===== src/core/fcr_cfg.svh =====
`ifndef FCR_CFG_SVH
`define FCR_CFG_SVH

// Register byte offsets, haddr[7:0]
`define FCR_OFF_CTRL      8'h00
`define FCR_OFF_ADDR      8'h04
`define FCR_OFF_WDATA     8'h08
`define FCR_OFF_RDATA     8'h0c
`define FCR_OFF_STATUS    8'h10
`define FCR_OFF_IRQ_STAT  8'h14
`define FCR_OFF_IRQ_MASK  8'h18

// Control bit positions
`define FCR_CTRL_GO_WRITE 0
`define FCR_CTRL_GO_READ  1
`define FCR_CTRL_GO_RESET 2
`define FCR_CTRL_HOLD     3
`define FCR_CTRL_ACK_ABRT 4

// Status bit positions
`define FCR_ST_BUSY       0
`define FCR_ST_DEV_BUSY   1
`define FCR_ST_NEED_RA    2
`define FCR_ST_REISSUE    3
`define FCR_ST_SUPPLY     4

// Interrupt bit positions
`define FCR_IRQ_XFER      0
`define FCR_IRQ_DONE      1
`define FCR_IRQ_ABORT     2

// Reset values and the Read Array command
`define FCR_RST_ADDR      24'h00_0000
`define FCR_RST_WDATA     16'h0000
`define FCR_RST_MASK      3'h0
`define FCR_READ_ARRAY    16'h00ff

// Timing
`define FCR_CLK_MHZ       10
`define FCR_T_WE_NS       70
`define FCR_T_ACC_NS      150
`define FCR_T_PLPH_NS     35000
`define FCR_T_PHRH_NS     210
`define FCR_SYNC_CYC      2
`define FCR_CYC_UP(ns)    ((((ns) * `FCR_CLK_MHZ) + 999) / 1000)
`define FCR_WE_CYC        `FCR_CYC_UP(`FCR_T_WE_NS)
`define FCR_ACC_CYC       (`FCR_CYC_UP(`FCR_T_ACC_NS) + `FCR_SYNC_CYC)
`define FCR_PLPH_CYC      `FCR_CYC_UP(`FCR_T_PLPH_NS)
`define FCR_PHRH_CYC      `FCR_CYC_UP(`FCR_T_PHRH_NS)

`endif


===== src/core/fcr_pkg.sv =====
package fcr_pkg;

   typedef enum logic [2:0] {
      FCR_IDLE     = 3'b000,
      FCR_WR_SETUP = 3'b001,
      FCR_WR_PULSE = 3'b010,
      FCR_WR_HOLD  = 3'b011,
      FCR_RD_PULSE = 3'b100,
      FCR_RST_LOW  = 3'b101,
      FCR_RST_REC  = 3'b110
   } fcr_state_t;

   typedef struct packed {
      fcr_state_t  st;
      logic [15:0] cnt;
      logic        rp_n;
      logic        we_n;
      logic        oe_n;
      logic        cs0_n;
      logic        dq_oe;
      logic [15:0] dq_out;
      logic [23:0] fa;
      logic [23:0] addr;
      logic [15:0] wdata;
      logic [15:0] rdata;
      logic        hold;
      logic        need_ra;
      logic        reissue;
      logic        rd_pend;
      logic [2:0]  irq_stat;
      logic [2:0]  irq_mask;
      logic        cmpl_s1;
      logic        cmpl_s2;
      logic        cmpl_prev;
      logic        sg_s1;
      logic        sg_s2;
      logic [15:0] dq_s1;
      logic [15:0] dq_s2;
      logic [31:0] hrdata;
      logic        ph_wr;
      logic [7:0]  ph_addr;
      logic        irq;
   } fcr_regs_t;

endpackage


===== src/core/fcr_ctrl.sv =====
// What this block does
// - Issue Read Array before reading array again
// - Flag aborted operations for software reissue
// - Chip select 0 only, selects 1 and 2 tied low; shared output enable
// - Reset pin follows supply good, pulses
`timescale 1ns/100ps
`include "fcr_cfg.svh"

module fcr_ctrl (
   // Clock and reset
   input  wire logic        clk,
   input  wire logic        rst,
   // AHB-Lite slave
   input  wire logic        hsel,
   input  wire logic [31:0] haddr,
   input  wire logic [1:0]  htrans,
   input  wire logic        hwrite,
   input  wire logic [2:0]  hsize,
   input  wire logic [31:0] hwdata,
   input  wire logic        hready,
   output logic             hreadyout,
   output logic             hresp,
   output logic [31:0]      hrdata,
   output logic             irq,
   // System
   input  wire logic        supply_good_signal,
   // Flash pins
   output logic [23:0]      flash_addr,
   output logic [15:0]      flash_dq_out,
   output logic             flash_dq_oe,
   input  wire logic [15:0] flash_dq_in,
   output logic             flash_we_n,
   output logic             flash_oe_n,
   output logic             chip_select_0,
   output logic             chip_select_1,
   output logic             chip_select_2,
   output logic             reset_powerdown_n,
   input  wire logic        completion_output
);
   import fcr_pkg::*;

   fcr_regs_t q;
   fcr_regs_t d;

   logic        a_valid;
   logic        go_wr;
   logic        go_rd;
   logic        go_rst;
   logic [2:0]  ev;
   logic [7:0]  ra;
   logic [31:0] rd_val;
   logic        dev_busy;

   always_comb begin
      d        = q;
      ev       = 3'h0;
      dev_busy = ~q.cmpl_s2;

      // Pin inputs pass two flops before anything looks at them
      d.cmpl_s1 = completion_output;
      d.cmpl_s2 = q.cmpl_s1;
      d.sg_s1   = supply_good_signal;
      d.sg_s2   = q.sg_s1;
      d.dq_s1   = flash_dq_in;
      d.dq_s2   = q.dq_s1;
      // Open drain line idles high; a release after a low means done
      d.cmpl_prev = q.cmpl_s2;

      // Register writes land in the data phase
      go_wr  = 1'b0;
      go_rd  = 1'b0;
      go_rst = 1'b0;
      if (q.ph_wr) begin
         if (q.ph_addr == `FCR_OFF_CTRL) begin
            go_wr  = hwdata[`FCR_CTRL_GO_WRITE];
            go_rd  = hwdata[`FCR_CTRL_GO_READ];
            go_rst = hwdata[`FCR_CTRL_GO_RESET];
            d.hold = hwdata[`FCR_CTRL_HOLD];
            if (hwdata[`FCR_CTRL_ACK_ABRT]) begin
               d.reissue = 1'b0;
            end
         end else if (q.ph_addr == `FCR_OFF_ADDR) begin
            d.addr = hwdata[23:0];
         end else if (q.ph_addr == `FCR_OFF_WDATA) begin
            d.wdata = hwdata[15:0];
         end else if (q.ph_addr == `FCR_OFF_IRQ_MASK) begin
            d.irq_mask = hwdata[2:0];
         end
      end

      // Busy ends as the pin is released after a low: the algorithm ended
      if (q.cmpl_s2 && !q.cmpl_prev && q.rp_n) begin
         ev[`FCR_IRQ_DONE] = 1'b1;
      end
      // Completion pulled low: an erase, program or lock op started,
      // so array reads need the Read Array command first
      if (!q.cmpl_s2 && q.cmpl_prev && q.rp_n) begin
         d.need_ra = 1'b1;
      end

      if (q.cnt != 16'h0000) begin
         d.cnt = q.cnt - 16'h0001;
      end

      case (q.st)
         FCR_IDLE: begin
            if (go_rst) begin
               d.st  = FCR_RST_LOW;
               d.cnt = 16'(`FCR_PLPH_CYC - 1);
            end else if (go_wr && q.rp_n) begin
               d.st     = FCR_WR_SETUP;
               d.fa     = q.addr;
               d.dq_out = q.wdata;
               d.dq_oe  = 1'b1;
               d.cs0_n  = 1'b0;
            end else if (go_rd && q.rp_n) begin
               d.fa    = q.addr;
               d.cs0_n = 1'b0;
               if (q.need_ra) begin
                  // Slip a Read Array write in front of the read
                  d.st      = FCR_WR_SETUP;
                  d.dq_out  = `FCR_READ_ARRAY;
                  d.dq_oe   = 1'b1;
                  d.rd_pend = 1'b1;
               end else begin
                  d.st   = FCR_RD_PULSE;
                  d.oe_n = 1'b0;
                  d.cnt  = 16'(`FCR_ACC_CYC - 1);
               end
            end
         end
         FCR_WR_SETUP: begin
            d.st   = FCR_WR_PULSE;
            d.we_n = 1'b0;
            d.cnt  = 16'(`FCR_WE_CYC - 1);
         end
         FCR_WR_PULSE: begin
            if (q.cnt == 16'h0000) begin
               d.st   = FCR_WR_HOLD;
               d.we_n = 1'b1;
            end
         end
         FCR_WR_HOLD: begin
            d.dq_oe = 1'b0;
            if (q.dq_out == `FCR_READ_ARRAY) begin
               d.need_ra = 1'b0;
            end
            if (q.rd_pend) begin
               d.rd_pend = 1'b0;
               d.st      = FCR_RD_PULSE;
               d.oe_n    = 1'b0;
               d.cnt     = 16'(`FCR_ACC_CYC - 1);
            end else begin
               d.st    = FCR_IDLE;
               d.cs0_n = 1'b1;
               ev[`FCR_IRQ_XFER] = 1'b1;
            end
         end
         FCR_RD_PULSE: begin
            if (q.cnt == 16'h0000) begin
               d.st    = FCR_IDLE;
               d.rdata = q.dq_s2;
               d.oe_n  = 1'b1;
               d.cs0_n = 1'b1;
               ev[`FCR_IRQ_XFER] = 1'b1;
            end
         end
         FCR_RST_LOW: begin
            if (q.cnt == 16'h0000) begin
               d.st  = FCR_RST_REC;
               d.cnt = 16'(`FCR_PHRH_CYC - 1);
            end
         end
         FCR_RST_REC: begin
            // Completion may still read low up to both reset times
            if (q.cnt == 16'h0000) begin
               d.st = FCR_IDLE;
            end
         end
         default: begin
            d.st = FCR_IDLE;
         end
      endcase

      // Reset pin low on supply loss, hold, or a commanded pulse
      d.rp_n = q.sg_s2 && !d.hold && (d.st != FCR_RST_LOW);
      if (!d.rp_n && q.rp_n && dev_busy) begin
         // An operation was cut short and must be issued again
         d.reissue          = 1'b1;
         ev[`FCR_IRQ_ABORT] = 1'b1;
      end
      if (!q.rp_n) begin
         // Device leaves reset in read-array mode
         d.need_ra = 1'b0;
      end

      // AHB address phase
      a_valid = hsel && htrans[1] && hready;
      ra      = haddr[7:0];
      rd_val  = 32'h0000_0000;
      if (ra == `FCR_OFF_CTRL) begin
         rd_val[`FCR_CTRL_HOLD] = q.hold;
      end else if (ra == `FCR_OFF_ADDR) begin
         rd_val[23:0] = q.addr;
      end else if (ra == `FCR_OFF_WDATA) begin
         rd_val[15:0] = q.wdata;
      end else if (ra == `FCR_OFF_RDATA) begin
         rd_val[15:0] = q.rdata;
      end else if (ra == `FCR_OFF_STATUS) begin
         rd_val[`FCR_ST_BUSY]     = (q.st != FCR_IDLE);
         rd_val[`FCR_ST_DEV_BUSY] = dev_busy;
         rd_val[`FCR_ST_NEED_RA]  = q.need_ra;
         rd_val[`FCR_ST_REISSUE]  = q.reissue;
         rd_val[`FCR_ST_SUPPLY]   = q.sg_s2;
      end else if (ra == `FCR_OFF_IRQ_STAT) begin
         rd_val[2:0] = q.irq_stat;
      end else if (ra == `FCR_OFF_IRQ_MASK) begin
         rd_val[2:0] = q.irq_mask;
      end
      d.ph_wr   = a_valid && hwrite;
      d.ph_addr = ra;
      if (a_valid && !hwrite) begin
         d.hrdata = rd_val;
      end

      // Read clears; an event in the same cycle still sticks
      if (a_valid && !hwrite && ra == `FCR_OFF_IRQ_STAT) begin
         d.irq_stat = ev;
      end else begin
         d.irq_stat = q.irq_stat | ev;
      end
      d.irq = |(d.irq_stat & d.irq_mask);
   end

   always_ff @(posedge clk) begin
      if (rst) begin
         q          <= '0;
         q.st       <= FCR_IDLE;
         q.we_n     <= 1'b1;
         q.oe_n     <= 1'b1;
         q.cs0_n    <= 1'b1;
         q.cmpl_s1  <= 1'b1;
         q.cmpl_s2  <= 1'b1;
         q.cmpl_prev <= 1'b1;
         q.addr     <= `FCR_RST_ADDR;
         q.wdata    <= `FCR_RST_WDATA;
         q.irq_mask <= `FCR_RST_MASK;
      end else begin
         q <= d;
      end
   end

   // System reset also pulls the device reset low, until supply good has passed both sync flops
   assign reset_powerdown_n = q.rp_n;
   assign hreadyout         = 1'b1;
   assign hresp             = 1'b0;
   assign hrdata            = q.hrdata;
   assign irq               = q.irq;
   assign flash_addr        = q.fa;
   assign flash_dq_out      = q.dq_out;
   assign flash_dq_oe       = q.dq_oe;
   assign flash_we_n        = q.we_n;
   assign flash_oe_n        = q.oe_n;
   assign chip_select_0     = q.cs0_n;
   assign chip_select_1     = 1'b0;
   assign chip_select_2     = 1'b0;

endmodule // fcr_ctrl


===== config.mk =====
export PLATFORM = sky130hd
export DESIGN_NAME = fcr_ctrl
export DESIGN_NICKNAME = d
export VERILOG_FILES = /design/src/core/fcr_pkg.sv /design/src/core/fcr_ctrl.sv
export VERILOG_INCLUDE_DIRS = /design/src /design/src/core
export SDC_FILE = /design/constraint.sdc
export NUM_CORES = 1
export LEC_CHECK = 0
export BUFFER_PORTS_ARGS = -buffer_cell sky130_fd_sc_hd__buf_2
export CAP_MARGIN = 20
export CORE_ASPECT_RATIO = 0.7
export CORE_MARGIN = 2
export CORE_UTILIZATION = 49
export DETAILED_ROUTE_END_ITERATION = 7
export PLACE_DENSITY = 0.84
export SETUP_SLACK_MARGIN = 0.2
export SLEW_MARGIN = 25
export SYNTH_ARGS = -nofsm -noshare
export SYNTH_HDL_FRONTEND = slang
export SYNTH_SLANG_ARGS = --single-unit

===== constraint.sdc =====
create_clock -name clk -period 2.2 [get_ports clk]
set_input_delay 0.55 -clock clk [delete_from_list [all_inputs] [get_ports clk]]
set_output_delay 0.55 -clock clk [all_outputs]
set_load 0.05 [all_outputs]

* Word-level counts from Yosys, hierarchy flattened
Cells that the tools add are included.
Word-level totals: output and inout bits 82, input port bits 92, flip-flop bits (word level) 201
Cells by class: reduce and logical (&&, ||, !) cells 48, add/subtract/negate cells 1, bitwise gates (word level) 7, eq/ne operators 28, muxes and demuxes 70
Operators by type and width (number):
- 16-bit two-way mux | 6
- 43-bit two-way mux | 2
- 16-bit one-hot mux with 4 select lines | 1
- 19-bit two-way mux | 3
- 3-bit two-way mux | 15
- 42-bit two-way mux | 1
- 8-bit by 5-bit == test with 1-bit output, second input constant | 4
- 1-bit two-way mux | 29
- 8-bit by 4-bit == test with 1-bit output, second input constant | 3
- 20-bit two-way mux | 1
- 2-bit inequality test, second input constant | 9
- 3-bit one-hot mux with 6 select lines | 1
- 17-bit two-way mux | 1
- 16-bit by 8-bit == test with 1-bit output, second input constant | 1
- 8-bit by 3-bit == test with 1-bit output, second input constant | 2
- 16-bit logical NOT | 1
- 8-bit logical NOT | 2
- 16-bit nonzero test | 1
- 16-bit by 1-bit subtractor with 16-bit output, second input constant | 1
- 1-bit logical AND | 15
- 2-bit nonzero test | 7
- 4-bit AND reduction | 3
- 11-bit two-way mux | 1
- 5-bit AND reduction | 2
- 20 further kinds | 42

* Longest topological paths before layout
depth in word-level cells 18, gate-level depth with buffers 10, mapped depth without buffers 10

* Worst setup path after synthesis
Ideal clock, no wire load.
kind input -> register, from input haddr[0], to register q, in the netlist irq, data required time 2075 ps, stages on the path 6, library setup time 125 ps, slack 48 ps, data arrival time 2027 ps, buffers on the path 0, path through or4_1 -> nor3_1 -> nand4_1 -> a211oi_2 -> o22a_1 -> o21ai_2
Between the ends: word-level cells in the longest chain between the ends 5
Ends and longest elaborated chain:
- start, declared | line fcr_ctrl.sv:15 | input wire logic [31:0] haddr,
- 8-bit by 5-bit == test with 1-bit output (no line)
- 1-bit logical AND (no line)
- 3-bit two-way mux | line fcr_ctrl.sv:227 | if (a_valid && !hwrite && ra == `FCR_OFF_IRQ_STAT) begin
- 3-bit bitwise AND | line fcr_ctrl.sv:232 | d.irq = |(d.irq_stat & d.irq_mask);
- 3-bit OR reduction | line fcr_ctrl.sv:232
- end, declared | line fcr_ctrl.sv:42 | fcr_regs_t q;
Every way passes these cells. A chain may end at the register's enable or synchronous reset.

* Worst setup path in the final report
from register q[198] (netlist name), to register q[102] (netlist name)
Between the ends: word-level cells in the longest chain between the ends 2
Ends and longest elaborated chain:
- 16-bit logical NOT | line fcr_ctrl.sv:160 | if (q.cnt == 16'h0000) begin
- 2-bit AND reduction (no line)
Every way passes these cells.

==> impl_metrics.yaml <==
timing:
  tightest_slew_ns: 0.608
  max_freq_ghz: 0.469
  skew_ns: 0.0171
  final-max-slew-violation-count: 0
  relSlewSlack_pct: 59.5
  hold_viol_final: 0
  period_share_pct: 96.8
  rsz0062_at_grt: "yes"
  fin_setup_tns_ns: 0
  setup_violations: 0
  finalCriticalPeriod_ns: 2.13
worst_setup_path:
  cp-start-kind: "flop"
  rr_startpoint: "q[198]$_SDFF_PP0_"
  required_ns: 2.57
  regToRegSetupSlack_ns: 0.07
  rr_endpoint: "q[102]$_SDFFE_PP0P_"
  end_kind: "flop"
  crit_arrival_ns: 2.50
  r2r_cells: 7
  crit_fanout: 8
  worstSetupPathType: "flop to flop"
synth:
  synth.top_cell.area_share_pct: 47.8
  yosys_warnings: 0
  synth_fa_ha_area_share_pct: 0.297
  ys_seq_area_share_pct: 47.8
  syn_area_um2: 8420
  netlist_top_cells_area: "dfxtp_1, buf_4, nand2_1, nor2_1, a21oi_1"
  synth_top_flop_cell: "dfxtp_1"
  yosysMostFrequentCell: "dfxtp_1"
  synthXorXnorAreaFrac_pct: 1.14
  ys_ff_latch: 201
  async_reset_ff_share_pct: 0
  synth-simple-area-share_pct: 22.1
  muxShareOfSynthArea_pct: 6.15
  synth-edff-count: 0
  yosys-top-cells-count: "dfxtp_1, nand2_1, nor2_1, a21oi_1, buf_4"
  synth_area_leader_cell: "dfxtp_1"
  syn_inst: 958
  synth_compound_area_share_pct: 12.2
  avgSynthCellArea_um2: 8.79
  yosysUniqueCellTypes: 73
  synth_top_family_by_area: "simple AND/OR/NAND/NOR gates"
pwr:
  p_sw_mw: 2.66
  clkPwrFrac_pct: 36.5
  ir_drop_mv: 0.486
  swShare_pct: 28.3
  comb_power_share_pct: 21.2
  powerDensity_nw_per_um2: 921
  power_frac_seq_pct: 42.3
  power_mw: 9.39
  p_leak_nw: 4.03
  p_int_mw: 6.73
floorplan:
  num_rows: 40
  num_io_pins: 174
  start_util_pct: 49.6
  die_w_um: 161
  coreArea_um2: 17000
  die-height_um: 114
  die-area_um2: 18300
grt:
  grt_pass1_wl_um: 33100
  antenna_found_initial: 1
  grt.total_usage_pct: 22.5
  grt_max_degree: 55
  grt_pass1_vias: 6198
  grt_overflow_total: 0
detailed_routing:
  postRouteAntennaNets: 0
  vias: 7253
  dr.pass1.iters: 7
  wl_um: 23100
  wl_per_cell_um: 17.8
  first_iter_violations: 859
  via_per_inst: 5.59
  remaining_drc_errors: 0
final_layout:
  layout.nets: 1147
  nFillCells: 1359
  layout-drive-gt1-share_pct: 28.0
  utilization_pct: 60.1
  synthToLayoutAreaGrowth_pct: 21.1
hold_path:
  min_to: "d[77]$_SDFF_PP1_"
  hold_path_startpoint: "completion_output"
  whs_path_depth: 2
  hold_class: "input port to flop"
clocking:
  insertion_delay_ns: 0.50
  htree_levels: 1
  cts_inserted_buffers: 20
  cts_tree: "built"
  clockBufferDepth: 3
  cts.sinks: 201
  clockRootBuffer: "clkbuf_16"
  postCtsHoldBufs: 0
  clkTransAtPathRegs_ns: 0.06
status:
  outcome: "finished, final reports clean"
job:
  maxCapViolations: 0
placed_design:
  routabilityCongestion: 0.909
  hpwl_um: 14800
  io_buffers: 125
==> worst max-delay path: stages, from the launching register on <==
cell	delay, ns
dfxtp_2	0.34
or4_4	0.53
nand4b_4	0.25
nor3_4	0.24
buf_12	0.16
clkbuf_16	0.17
mux2i_1	0.25
nor2_1	0.07
==> sequential cells by signal, indices dropped and copies added, names as in the netlist <==
name               flops
chip_select_0          1
d                     19
flash_oe_n             1
reset_powerdown_n      1
flash_addr            24
flash_dq_out          16
q                    112
flash_dq_oe            1
hrdata                24
flash_we_n             1
irq                    1
==> power groups by stage <==
stage	logic, mW	clock network [mW]	registers [mW]
final	1.99	3.43	3.97
after floorplan	1.11	0	4.00
after global routing	2.13	3.61	3.99
after detailed placement	1.46	0	4.03
after CTS	1.55	3.45	3.96
after global placement	1.43	0	4.03
==> cell usage in the layout (no fill, tap or decap), types with 13 or more instances in the layout <==
master,n
a21oi_1,80
mux2_2,14
clkbuf_16,25
nor2_1,108
nand2_1,125
mux2i_1,34
a22oi_1,20
nor3_1,21
nor2b_1,52
dfxtp_1,198
nand3_1,13
buf_2,124
buf_4,46
==> worst max-delay path by stage <==
| stage | cells past startpoint | slack [ns] | start | endpoint |
|---|---|---|---|---|
| floorplan | 6 | 0.15 | haddr[0] | irq$_SDFF_PP0_ |
| global placement | 8 | -0.10 | haddr[0] | hrdata[9]$_SDFFE_PP0P_ |
| detailed placement | 8 | -0.14 | haddr[0] | hrdata[16]$_SDFFE_PP0P_ |
| CTS | 6 | 0.16 | q[8]$_SDFF_PP0_ | irq$_SDFF_PP0_ |
| global route | 7 | 0.02 | q[198]$_SDFF_PP0_ | q[102]$_SDFFE_PP0P_ |
| finish | 7 | 0.07 | q[198]$_SDFF_PP0_ | q[102]$_SDFFE_PP0P_ |
==> per-layer routing <==
layer,track usage [%],up-vias,part of all wire [%]
li1,-,3353,-
met1,34.2,3405,44
met2,31.5,450,42
met3,6.00,43,12
met4,5.17,2,1.9
met5,0.535,-,0.056
==> layout make-up <==
| type | instances | area [um2] | share of cell area [%] |
|---|---|---|---|
| Sequential cell | 201 | 4030 | 39.5 |
| Multi-Input combinational cell | 626 | 3830 | 37.6 |
| Timing Repair Buffer | 192 | 1330 | 13.0 |
| Clock buffer | 28 | 602 | 5.90 |
| Tap cell | 231 | 289 | 2.84 |
| Clock inverter | 6 | 61.3 | 0.602 |
| Inverter | 12 | 47.5 | 0.466 |
| Antenna cell | 1 | 2.50 | 0.0246 |
==> stage by stage <==
stage / setup slack [ns] / hold slack, ns / instances / area [um2]
global placement: -0.104 / 0.399 / 1238 / 9000
global route: 0.0192 / 0.259 / 1296 / 10200
detailed placement: -0.139 / 0.404 / 1238 / 9000
finish: 0.0700 / 0.255 / 1297 / 10200
floorplan: 0.154 / 0.389 / 968 / 8500
CTS: 0.160 / 0.253 / 1278 / 9730
==> cell families after synthesis <==
family          after synthesis
flops                       201
other cells                   2
simple gates                390
fa+ha+maj                     2
compound gates              160
mux                          50
xor+xnor                     11
buf+inv                     142
==> repair_timing <==
action                                  in CTS  in global routing
endpoints found under the setup margin      46                 82
buffers inserted                             6                 11
pin swaps                                    4                 24
gates cloned                                 0                  7
resized for setup                            7                 57
Note: power is estimated with default switching activity, not from simulation.
